## src/orm_pkg.sv

```systemverilog
// Constants and types for the output run and margin control block
package orm_pkg;
  localparam logic [7:0] ORM_ADDR_RUN = 8'h01;
  localparam logic [7:0] ORM_ADDR_CFG = 8'h02;
  localparam int ORM_ON_BIT = 7;
  localparam int ORM_SOFT_BIT = 6;
  localparam int ORM_MRG_HI = 5;
  localparam int ORM_MRG_LO = 2;
  localparam logic [7:0] ORM_RUN_WMASK = 8'hfc;
  localparam logic [7:0] ORM_RUN_RST = 8'h00;
  localparam int ORM_PU_BIT = 4;
  localparam int ORM_CMD_BIT = 3;
  localparam int ORM_CPR_BIT = 2;
  localparam int ORM_POL_BIT = 1;
  localparam int ORM_CPA_BIT = 0;
  localparam logic [4:0] ORM_CFG_RST = 5'h16;
  localparam logic [3:0] ORM_M_NOM = 4'h0;
  localparam logic [3:0] ORM_M_NOM_IGN = 4'h1;
  localparam logic [3:0] ORM_M_NOM_2 = 4'h2;
  localparam logic [3:0] ORM_M_NOM_3 = 4'h3;
  localparam logic [3:0] ORM_M_LO_IGN = 4'h5;
  localparam logic [3:0] ORM_M_LO_ACT = 4'h6;
  localparam logic [3:0] ORM_M_HI_IGN = 4'h9;
  localparam logic [3:0] ORM_M_HI_ACT = 4'ha;
  typedef enum logic [1:0] {ORM_SRC_NOM = 2'b00, ORM_SRC_LO = 2'b01,
                            ORM_SRC_HI = 2'b11} orm_src_e;
  typedef enum logic [1:0] {ORM_ST_OFF = 2'b00, ORM_ST_RUN = 2'b01,
                            ORM_ST_WAIT = 2'b11, ORM_ST_RAMP = 2'b10} orm_state_e;
endpackage

```

## src/orm_margin_decode.sv

```systemverilog
// Margin field decoder and target voltage arithmetic
`timescale 1ns/1ps
`default_nettype none
module orm_margin_decode
  import orm_pkg::*;
#(
  parameter int VW = 16
) (
  input wire logic [3:0] code_in,
  input wire logic [VW-1:0] nominal_in,
  input wire logic signed [VW-1:0] trim_in,
  input wire logic signed [VW-1:0] step_lo_in,
  input wire logic signed [VW-1:0] step_hi_in,
  input wire logic [VW-1:0] loop_scale_in,
  output logic [1:0] src_out,
  output logic ignore_faults_out,
  output logic invalid_out,
  output logic [VW-1:0] target_out
);
  logic signed [VW+1:0] offs;
  logic signed [VW+1:0] quot;
  always_comb begin
    src_out = ORM_SRC_NOM;
    ignore_faults_out = 1'b0;
    invalid_out = 1'b0;
    case (code_in)
      ORM_M_NOM, ORM_M_NOM_2, ORM_M_NOM_3: src_out = ORM_SRC_NOM;
      ORM_M_NOM_IGN: ignore_faults_out = 1'b1;
      ORM_M_LO_IGN: begin
        src_out = ORM_SRC_LO;
        ignore_faults_out = 1'b1;
      end
      ORM_M_LO_ACT: src_out = ORM_SRC_LO;
      ORM_M_HI_IGN: begin
        src_out = ORM_SRC_HI;
        ignore_faults_out = 1'b1;
      end
      ORM_M_HI_ACT: src_out = ORM_SRC_HI;
      default: invalid_out = 1'b1;
    endcase
  end
  always_comb begin
    offs = '0;
    if (src_out == ORM_SRC_LO) begin
      offs = (VW+2)'(trim_in) - (VW+2)'(step_lo_in);
    end else if (src_out == ORM_SRC_HI) begin
      offs = (VW+2)'(trim_in) + (VW+2)'(step_hi_in);
    end
    // Zero scale would divide by zero; treat it as unity
    if (loop_scale_in == '0) begin
      quot = offs;
    end else begin
      quot = offs / $signed({2'b00, loop_scale_in});
    end
    target_out = nominal_in + quot[VW-1:0];
  end
endmodule
`default_nettype wire

```

## src/orm_off_timer.sv

```systemverilog
// Turn-off wait and ramp sequencer counting one step per reference clock cycle
`timescale 1ns/1ps
`default_nettype none
module orm_off_timer
  import orm_pkg::*;
#(
  parameter int CW = 16
) (
  input wire logic ref_clk_in,
  input wire logic sys_rst_in,
  input wire logic start_in,
  input wire logic abort_in,
  input wire logic [CW-1:0] wait_in,
  input wire logic [CW-1:0] ramp_in,
  output logic busy_out,
  output logic ramping_out,
  output logic done_out
);
  orm_state_e st_q, st_d;
  logic [CW-1:0] cnt_q, cnt_d;
  logic done_d, done_q;
  always_comb begin
    st_d = st_q;
    cnt_d = cnt_q;
    done_d = 1'b0;
    case (st_q)
      ORM_ST_OFF, ORM_ST_RUN: begin
        if (start_in) begin
          st_d = ORM_ST_WAIT;
          cnt_d = wait_in;
        end
      end
      ORM_ST_WAIT: begin
        if (cnt_q == '0) begin
          st_d = ORM_ST_RAMP;
          cnt_d = ramp_in;
        end else begin
          cnt_d = cnt_q - 1'b1;
        end
      end
      ORM_ST_RAMP: begin
        if (cnt_q == '0) begin
          st_d = ORM_ST_OFF;
          done_d = 1'b1;
        end else begin
          cnt_d = cnt_q - 1'b1;
        end
      end
      default: st_d = ORM_ST_OFF;
    endcase
    if (abort_in) begin
      st_d = ORM_ST_OFF;
      cnt_d = '0;
    end
  end
  always_ff @(posedge ref_clk_in) begin
    if (sys_rst_in) begin
      st_q <= ORM_ST_OFF;
      cnt_q <= '0;
      done_q <= 1'b0;
    end else begin
      st_q <= st_d;
      cnt_q <= cnt_d;
      done_q <= done_d;
    end
  end
  assign busy_out = (st_q == ORM_ST_WAIT) || (st_q == ORM_ST_RAMP);
  assign ramping_out = (st_q == ORM_ST_RAMP);
  assign done_out = done_q;
endmodule
`default_nettype wire

```

## src/orm_output_run_margin_control.sv

```systemverilog
// Run-control and start-source registers with switching decision
`timescale 1ns/1ps
`default_nettype none
module orm_output_run_margin_control
  import orm_pkg::*;
#(
  parameter int VW = 16,
  parameter int CW = 16
) (
  input wire logic ref_clk_in,
  input wire logic sys_rst_in,
  input wire logic wr_en_in,
  input wire logic rd_en_in,
  input wire logic [7:0] addr_in,
  input wire logic [7:0] wdata_in,
  output logic [7:0] rdata_out,
  output logic nack_out,
  input wire logic loop_slave_in,
  input wire logic [4:0] nv_cfg_in,
  input wire logic nv_load_in,
  input wire logic control_pin_in,
  input wire logic above_lockout_in,
  input wire logic fault_in,
  input wire logic overvoltage_fault_in,
  input wire logic undervoltage_fault_in,
  input wire logic [1:0] alert_suppress_bits_in,
  input wire logic fault_clear_in,
  input wire logic [CW-1:0] turn_off_wait_in,
  input wire logic [CW-1:0] turn_off_ramp_in,
  input wire logic [VW-1:0] nominal_voltage_setting_in,
  input wire logic signed [VW-1:0] trim_in,
  input wire logic signed [VW-1:0] step_lo_in,
  input wire logic signed [VW-1:0] step_hi_in,
  input wire logic [VW-1:0] loop_scale_in,
  output logic switching_out,
  output logic drivers_off_out,
  output logic ramping_out,
  output logic [VW-1:0] target_out,
  output logic protect_act_out,
  output logic comm_fault_out,
  output logic bad_data_out,
  output logic bad_command_fault_out,
  output logic overvoltage_status_out,
  output logic undervoltage_status_out,
  output logic alert_out
);
  logic [7:0] run_q, run_d;
  logic [4:0] cfg_q, cfg_d;
  logic pol_q, pol_d;
  logic cml_q, cml_d, ivd_q, ivd_d, ivc_q, ivc_d;
  logic ovs_q, ovs_d, uvs_q, uvs_d;
  logic sw_q, sw_d;
  logic [7:0] rdata_q, rdata_d;
  logic pin_q;
  logic [1:0] src;
  logic ign_f, mrg_bad;
  logic [VW-1:0] tgt;
  logic [3:0] new_code;
  logic hit_run, hit_cfg, both_bits;
  logic pin_act, want_on, stop_req, soft_stop, t_busy, t_ramp, t_done;

  function automatic logic is_reg(input logic [7:0] a);
    is_reg = (a == ORM_ADDR_RUN) || (a == ORM_ADDR_CFG);
  endfunction

  assign hit_run = wr_en_in && (addr_in == ORM_ADDR_RUN) && !loop_slave_in;
  assign hit_cfg = wr_en_in && (addr_in == ORM_ADDR_CFG) && !loop_slave_in;
  assign both_bits = wdata_in[ORM_ON_BIT] && wdata_in[ORM_SOFT_BIT];
  assign new_code = wdata_in[ORM_MRG_HI:ORM_MRG_LO];

  orm_margin_decode #(.VW(VW)) u_dec (
    .code_in(run_q[ORM_MRG_HI:ORM_MRG_LO]),
    .nominal_in(nominal_voltage_setting_in),
    .trim_in(trim_in),
    .step_lo_in(step_lo_in),
    .step_hi_in(step_hi_in),
    .loop_scale_in(loop_scale_in),
    .src_out(src),
    .ignore_faults_out(ign_f),
    .invalid_out(),
    .target_out(tgt)
  );

  // Second decode of the incoming code catches invalid margin writes
  orm_margin_decode #(.VW(VW)) u_chk (
    .code_in(new_code),
    .nominal_in(nominal_voltage_setting_in),
    .trim_in(trim_in),
    .step_lo_in(step_lo_in),
    .step_hi_in(step_hi_in),
    .loop_scale_in(loop_scale_in),
    .src_out(),
    .ignore_faults_out(),
    .invalid_out(mrg_bad),
    .target_out()
  );

  // Register writes and status flags; set wins over clear
  always_comb begin
    run_d = run_q;
    cfg_d = cfg_q;
    pol_d = pol_q;
    cml_d = fault_clear_in ? 1'b0 : cml_q;
    ivd_d = fault_clear_in ? 1'b0 : ivd_q;
    ivc_d = fault_clear_in ? 1'b0 : ivc_q;
    ovs_d = fault_clear_in ? 1'b0 : ovs_q;
    uvs_d = fault_clear_in ? 1'b0 : uvs_q;
    rdata_d = rdata_q;
    if (hit_run) begin
      if (both_bits || mrg_bad) begin
        cml_d = 1'b1;
        ivd_d = 1'b1;
      end else begin
        run_d = (wdata_in & ORM_RUN_WMASK) | (run_q & ~ORM_RUN_WMASK);
      end
    end
    if (hit_cfg) begin
      cfg_d = wdata_in[4:0];
    end
    if (nv_load_in) begin
      cfg_d = nv_cfg_in;
      pol_d = nv_cfg_in[ORM_POL_BIT];
    end
    if ((wr_en_in || rd_en_in) && is_reg(addr_in) && loop_slave_in) begin
      cml_d = 1'b1;
      ivc_d = 1'b1;
    end
    if (overvoltage_fault_in) begin
      ovs_d = 1'b1;
    end
    if (undervoltage_fault_in) begin
      uvs_d = 1'b1;
    end
    if (rd_en_in && !loop_slave_in) begin
      if (addr_in == ORM_ADDR_RUN) begin
        rdata_d = run_q;
      end else if (addr_in == ORM_ADDR_CFG) begin
        rdata_d = {3'b000, cfg_q};
      end else begin
        rdata_d = 8'h00;
      end
    end
  end

  // Start decision: polarity comes only from the latched power-up copy
  assign pin_act = (control_pin_in == pol_q);
  always_comb begin
    if (!cfg_q[ORM_PU_BIT]) begin
      want_on = 1'b1;
    end else begin
      want_on = (!cfg_q[ORM_CMD_BIT] || run_q[ORM_ON_BIT])
             && (!cfg_q[ORM_CPR_BIT] || pin_act);
      if (!cfg_q[ORM_CMD_BIT] && !cfg_q[ORM_CPR_BIT]) begin
        want_on = 1'b0;
      end
    end
  end
  assign stop_req = sw_q && !want_on;
  // Bus-commanded off uses the soft bit, pin-commanded off the style bit
  assign soft_stop = (cfg_q[ORM_CMD_BIT] && !run_q[ORM_ON_BIT])
                   ? run_q[ORM_SOFT_BIT]
                   : !cfg_q[ORM_CPA_BIT];

  orm_off_timer #(.CW(CW)) u_tmr (
    .ref_clk_in(ref_clk_in),
    .sys_rst_in(sys_rst_in),
    .start_in(stop_req && soft_stop && !t_busy && !t_done),
    .abort_in(want_on || fault_in),
    .wait_in(turn_off_wait_in),
    .ramp_in(turn_off_ramp_in),
    .busy_out(t_busy),
    .ramping_out(t_ramp),
    .done_out(t_done)
  );

  always_comb begin
    sw_d = sw_q;
    if (want_on && above_lockout_in && !fault_in) begin
      sw_d = 1'b1;
    end else if (!above_lockout_in || fault_in) begin
      sw_d = 1'b0;
    end else if (stop_req && !soft_stop) begin
      sw_d = 1'b0;
    end else if (t_done) begin
      sw_d = 1'b0;
    end
  end

  always_ff @(posedge ref_clk_in) begin
    if (sys_rst_in) begin
      run_q <= ORM_RUN_RST;
      cfg_q <= ORM_CFG_RST;
      pol_q <= ORM_CFG_RST[ORM_POL_BIT];
      cml_q <= 1'b0;
      ivd_q <= 1'b0;
      ivc_q <= 1'b0;
      ovs_q <= 1'b0;
      uvs_q <= 1'b0;
      sw_q <= 1'b0;
      rdata_q <= 8'h00;
      pin_q <= 1'b0;
    end else begin
      run_q <= run_d;
      cfg_q <= cfg_d;
      pol_q <= pol_d;
      cml_q <= cml_d;
      ivd_q <= ivd_d;
      ivc_q <= ivc_d;
      ovs_q <= ovs_d;
      uvs_q <= uvs_d;
      sw_q <= sw_d;
      rdata_q <= rdata_d;
      pin_q <= control_pin_in;
    end
  end

  assign rdata_out = rdata_q;
  assign nack_out = (wr_en_in || rd_en_in) && is_reg(addr_in) && loop_slave_in;
  assign switching_out = sw_q;
  assign drivers_off_out = !sw_q;
  assign ramping_out = t_ramp;
  assign target_out = tgt;
  assign protect_act_out = !ign_f;
  assign comm_fault_out = cml_q;
  assign bad_data_out = ivd_q;
  assign bad_command_fault_out = ivc_q;
  assign overvoltage_status_out = ovs_q;
  assign undervoltage_status_out = uvs_q;
  assign alert_out = cml_q || (ovs_q && !alert_suppress_bits_in[1])
                  || (uvs_q && !alert_suppress_bits_in[0]);

  chk_both_bits_flag: assert property (@(posedge ref_clk_in) disable iff (sys_rst_in)
    hit_run && both_bits |=> bad_data_out && comm_fault_out && alert_out)
    else $error("on+soft write not flagged");
  chk_both_bits_kept: assert property (@(posedge ref_clk_in) disable iff (sys_rst_in)
    hit_run && both_bits |=> $stable(run_q))
    else $error("invalid run write stored");
  chk_ro_bits: assert property (@(posedge ref_clk_in) disable iff (sys_rst_in)
    ##1 run_q[1:0] == $past(run_q[1:0]))
    else $error("read-only bits changed");
  chk_bad_margin: assert property (@(posedge ref_clk_in) disable iff (sys_rst_in)
    hit_run && !both_bits && mrg_bad |=> bad_data_out)
    else $error("bad margin code not flagged");
  chk_slave_nack: assert property (@(posedge ref_clk_in) disable iff (sys_rst_in)
    wr_en_in && is_reg(addr_in) && loop_slave_in |-> nack_out ##1 bad_command_fault_out)
    else $error("slave access not refused");
  chk_slave_ignore: assert property (@(posedge ref_clk_in) disable iff (sys_rst_in)
    loop_slave_in && !nv_load_in |=> $stable(run_q) && $stable(cfg_q))
    else $error("slave write changed register");
  chk_ov_status: assert property (@(posedge ref_clk_in) disable iff (sys_rst_in)
    overvoltage_fault_in && !alert_suppress_bits_in[1] |=> alert_out)
    else $error("ov event did not alert");
  chk_off_drivers: assert property (@(posedge ref_clk_in) disable iff (sys_rst_in)
    !above_lockout_in |=> drivers_off_out)
    else $error("switching below lockout");
  chk_hard_stop: assert property (@(posedge ref_clk_in) disable iff (sys_rst_in)
    stop_req && !soft_stop && above_lockout_in && !fault_in |=> !switching_out)
    else $error("hard stop did not stop");
  chk_pu_zero: assert property (@(posedge ref_clk_in) disable iff (sys_rst_in)
    !cfg_q[ORM_PU_BIT] && above_lockout_in && !fault_in |=> switching_out)
    else $error("always-on policy did not run");
  cov_soft_off: cover property (@(posedge ref_clk_in) disable iff (sys_rst_in) t_done);
  cov_margin_hi: cover property (@(posedge ref_clk_in) disable iff (sys_rst_in)
    switching_out && src == ORM_SRC_HI);
  cov_pin_edge: cover property (@(posedge ref_clk_in) disable iff (sys_rst_in)
    pin_q != control_pin_in && switching_out);
endmodule
`default_nettype wire

```

## config.mk

```make
export PLATFORM = sky130hd
export DESIGN_NAME = orm_output_run_margin_control
export DESIGN_NICKNAME = d
export VERILOG_FILES = /design/src/orm_pkg.sv /design/src/orm_margin_decode.sv /design/src/orm_off_timer.sv /design/src/orm_output_run_margin_control.sv
export SDC_FILE = /design/constraint.sdc
export NUM_CORES = 1
export LEC_CHECK = 0
export BUFFER_PORTS_ARGS = -buffer_cell sky130_fd_sc_hd__buf_2
export CORE_MARGIN = 4
export CORE_UTILIZATION = 55
export CTS_BUF_LIST = sky130_fd_sc_hd__clkbuf_16
export CTS_CLUSTER_SIZE = 8
export DETAILED_ROUTE_END_ITERATION = 10
export PLACE_DENSITY = 0.76
export SYNTH_ARGS = -nofsm -noshare
export SYNTH_HDL_FRONTEND = slang
export SYNTH_SLANG_ARGS = --single-unit
```

## constraint.sdc

```tcl
create_clock -name ref_clk_in -period 79.1 [get_ports ref_clk_in]
set_input_delay 0 -clock ref_clk_in [delete_from_list [all_inputs] [get_ports ref_clk_in]]
set_output_delay 0 -clock ref_clk_in [all_outputs]
set_load 0.01 [all_outputs]
```

==> flow_summary.yaml <==
status:
  outcome: "complete, no violations"
worst_setup_path:
  criticalPathCategory: "reg2out"
  crit_family: "compound AO/OA/AOI/OAI gates"
  arrival_ns: 43.83
  rr_worst_depth: 10
  setup.worst_path.start_class: "flip-flop"
  regToRegSetupSlack_ns: 76.41
  required_ns: 79.10
  end_kind: "primary output"
  critPathBufInv: 14
  slowest_delay_ns: 0.98
  cp_common_cell: "ha_1"
  worst_path_max_delay_cell: "o21ai_0"
  path_max_fanout: 20
  reg2reg_from: "u_tmr.cnt_q[7]$_SDFFE_PP0P_"
  regToRegEndpoint: "u_tmr.cnt_q[7]$_SDFFE_PP0P_"
synthesis:
  ys_ff_latch: 45
  yosysWarningCount: 0
  syn_avg_cell_area_sq_um: 6.99
  syn_nets: 2417
  synth_edf_count: 0
  async_flop_share_pct: 0
  seq_area_frac_synth_pct: 6.30
  synth_area_sq_um: 14300
  synth_ff_type: "dfxtp_1"
  netlist_instances: 2046
  synth.distinct_cells: 99
detailed_routing:
  post-route-drc-count: 0
  drtPass1Iterations: 6
  ant_nets: 0
  avgViaCountPerCell: 6.45
  drt_iter0_markers: 1364
  wl_per_cell_microns: 18.8
  dr_total_vias: 16400
  totalWireLength_mm: 47.7
layout:
  nFillCells: 2386
  stdcell_area_sq_um: 15800
  area_growth_pct: 10.4
  multiInputGateArea_sq_um: 12800
  regArea_sq_um: 901
  diodes: 0
  final_core_util_pct: 62.2
  final_cell_mix: "nor2_1, ha_1, a21oi_1"
  final_common_cell: "nor2_1"
  drive_gt1_share_pct: 12.8
  finalNetCount: 2574
die:
  core-area_sq_um: 25400
  ios: 182
  die_x_microns: 169
  dieArea_sq_um: 28600
  initial_core_util_pct: 56.3
  row_count: 58
  die-height_microns: 169
placed_design:
  place_congestion: 0.980
  postPlaceCellArea_sq_um: 15500
  hpwl_mm: 38.8
  io_buffers: 181
power:
  vdd_drop_max_mv: 0.0132
  p_per_area_nw_per_um2: 5.56
  leakage_nw: 7.77
clocking:
  clk_latency_ns: 0.30
  cts_max_path_buffers: 2
  clk_pin_slew_ns: 0.06
  cts_resized: 0
  cts.sinks: 45
  root_buffer: "clkbuf_16"
  cts_buffers: 5
  cts_tree: "yes"
  ctsHtreeMaxLevel: 2
timing:
  finalSetupViolCount: 0
  timing.setup.tns_ns: 0
  min_period_ns: 43.83
  fmax_mhz: 22.8
  slew_headroom_pct: 16.4
  final.setup_skew_ns: 0.00934
  rsz0062_at_grt: "no"
  finalHoldViolCount: 0
  min_period_over_period_pct: 55.4
  worst_pin_slew_ns: 1.24
  drv_slew: 0
flow_run:
  maxCapViolCount: 0
global_route:
  grt_use_total_pct: 31.8
  grt_pass1_vias: 15600
  grt_max_degree: 28
  overflow: 0
  grt_pass1_wl_mm: 76.7
  antenna_found_initial: 1
hold_path:
  min_from: "wdata_in[3]"
  whs_endpoint: "run_q[3]$_SDFFE_PP0P_"
  hold_class: "in2reg"
  worstHoldPathCells: 3
state kept, by name, indices dropped and copies added, names as in the netlist:
name / count
pol_q: 1
comm_fault_out: 1
overvoltage_status_out: 1
bad_data_out: 1
undervoltage_status_out: 1
u_tmr.cnt_q: 16
run_q: 6
cfg_q: 5
bad_command_fault_out: 1
rdata_out: 8
switching_out: 1
u_tmr.st_q: 2
u_tmr.done_out: 1
final cells by class:
type                    instances  share of cell area [%]
flip-flops and latches         45                    5.70
multi-input cells            1848                    81.2
clock inverters                 3                   0.238
clock buffers                   5                   0.792
repair buffers                208                    7.24
inverters                      95                    2.26
well taps                     330                    2.61
cells in the mapped netlist, drive strengths merged (15+ instances only):
master | n | share of area [%]
o211ai | 39 | 2.2
nor2b | 20 | 0.87
xor2 | 43 | 2.7
nand3 | 50 | 1.7
ha | 221 | 19
a21oi | 189 | 6.6
o21bai | 18 | 0.94
xnor2 | 94 | 5.8
a21o | 53 | 2.8
dfxtp | 45 | 6.3
o21ai | 145 | 5.1
a211oi | 22 | 1.3
nor4 | 21 | 1.0
o21a | 52 | 2.7
and2 | 15 | 0.66
nand2 | 183 | 4.8
nand2b | 27 | 1.2
mux2 | 32 | 2.5
nor3 | 68 | 2.4
clkbuf | 45 | 1.2
mux2i | 29 | 2.0
nor2 | 236 | 6.2
or3 | 31 | 1.4
inv | 95 | 2.5
o31ai | 18 | 0.98
a31oi | 22 | 0.96
repair_timing:
| item | in CTS | in global routing |
|---|---|---|
| hold buffers | 14 | 0 |
| endpoints found under the hold margin | 14 | 0 |
| setup buffers | 0 | 0 |
worst min-delay path: stages:
cell and delay (ns):
buf_2 0.12, mux2i_1 0.07, nor2_1 0.07
cell families after synthesis:
family | after synthesis | synth area share, %
AND/OR/NAND/NOR | 737 | 24.7
other | 1 | 0.0262
buffers and inverters | 153 | 4.15
AO/OA/AOI/OAI | 687 | 32.0
adder cells (fa/ha/maj) | 225 | 19.8
flip-flops | 45 | 6.30
XOR/XNOR | 137 | 8.44
multiplexers | 61 | 4.58
metrics by stage:
| stage | instances | setup WS, ns | power, mW | hold WS [ns] |
|---|---|---|---|---|
| 2_1_floorplan | 2046 | 41.99 | 0.0506 | 0.114 |
| 3_3_place_gp | 2512 | 37.85 | 0.0619 | 0.202 |
| 3_5_place_dp | 2512 | 36.47 | 0.0629 | 0.212 |
| 4_1_cts | 2534 | 36.14 | 0.0869 | 0.00318 |
| 5_1_grt | 2534 | 32.25 | 0.0928 | 0.0353 |
| 6_report | 2534 | 35.27 | 0.0879 | 0.00869 |
routing by layer:
metal	global-route usage, %	wire length (microns)	vias up
li1	-	-	7954
met1	40.5	20000	7558
met2	54.5	22000	716
met3	4.47	3880	124
met4	12.1	1850	2
met5	0	19	-
how the worst max path moves through the flow:
| stage | from | endpoint | slack [ns] | cells past startpoint |
|---|---|---|---|---|
| after floorplan | trim_in[0] | target_out[15] | 41.99 | 183 |
| after global routing | run_q[2]$_SDFFE_PP0P_ | target_out[14] | 32.25 | 177 |
| after CTS | run_q[2]$_SDFFE_PP0P_ | target_out[15] | 36.14 | 177 |
| final | run_q[2]$_SDFFE_PP0P_ | target_out[14] | 35.27 | 177 |
| after global placement | step_lo_in[1] | target_out[15] | 37.85 | 178 |
| after detailed placement | step_lo_in[1] | target_out[15] | 36.47 | 178 |
report_power, final:
group          total, mW  switching (mW)  internal [mW]  leakage (nW)
Clock             0.0239         0.00916         0.0147        0.0826
Sequential        0.0234        0.000380         0.0230         0.365
Combinational     0.0406          0.0240         0.0165          7.32
Total             0.0879          0.0336         0.0543          7.77
(Power assumes the default switching activity.)
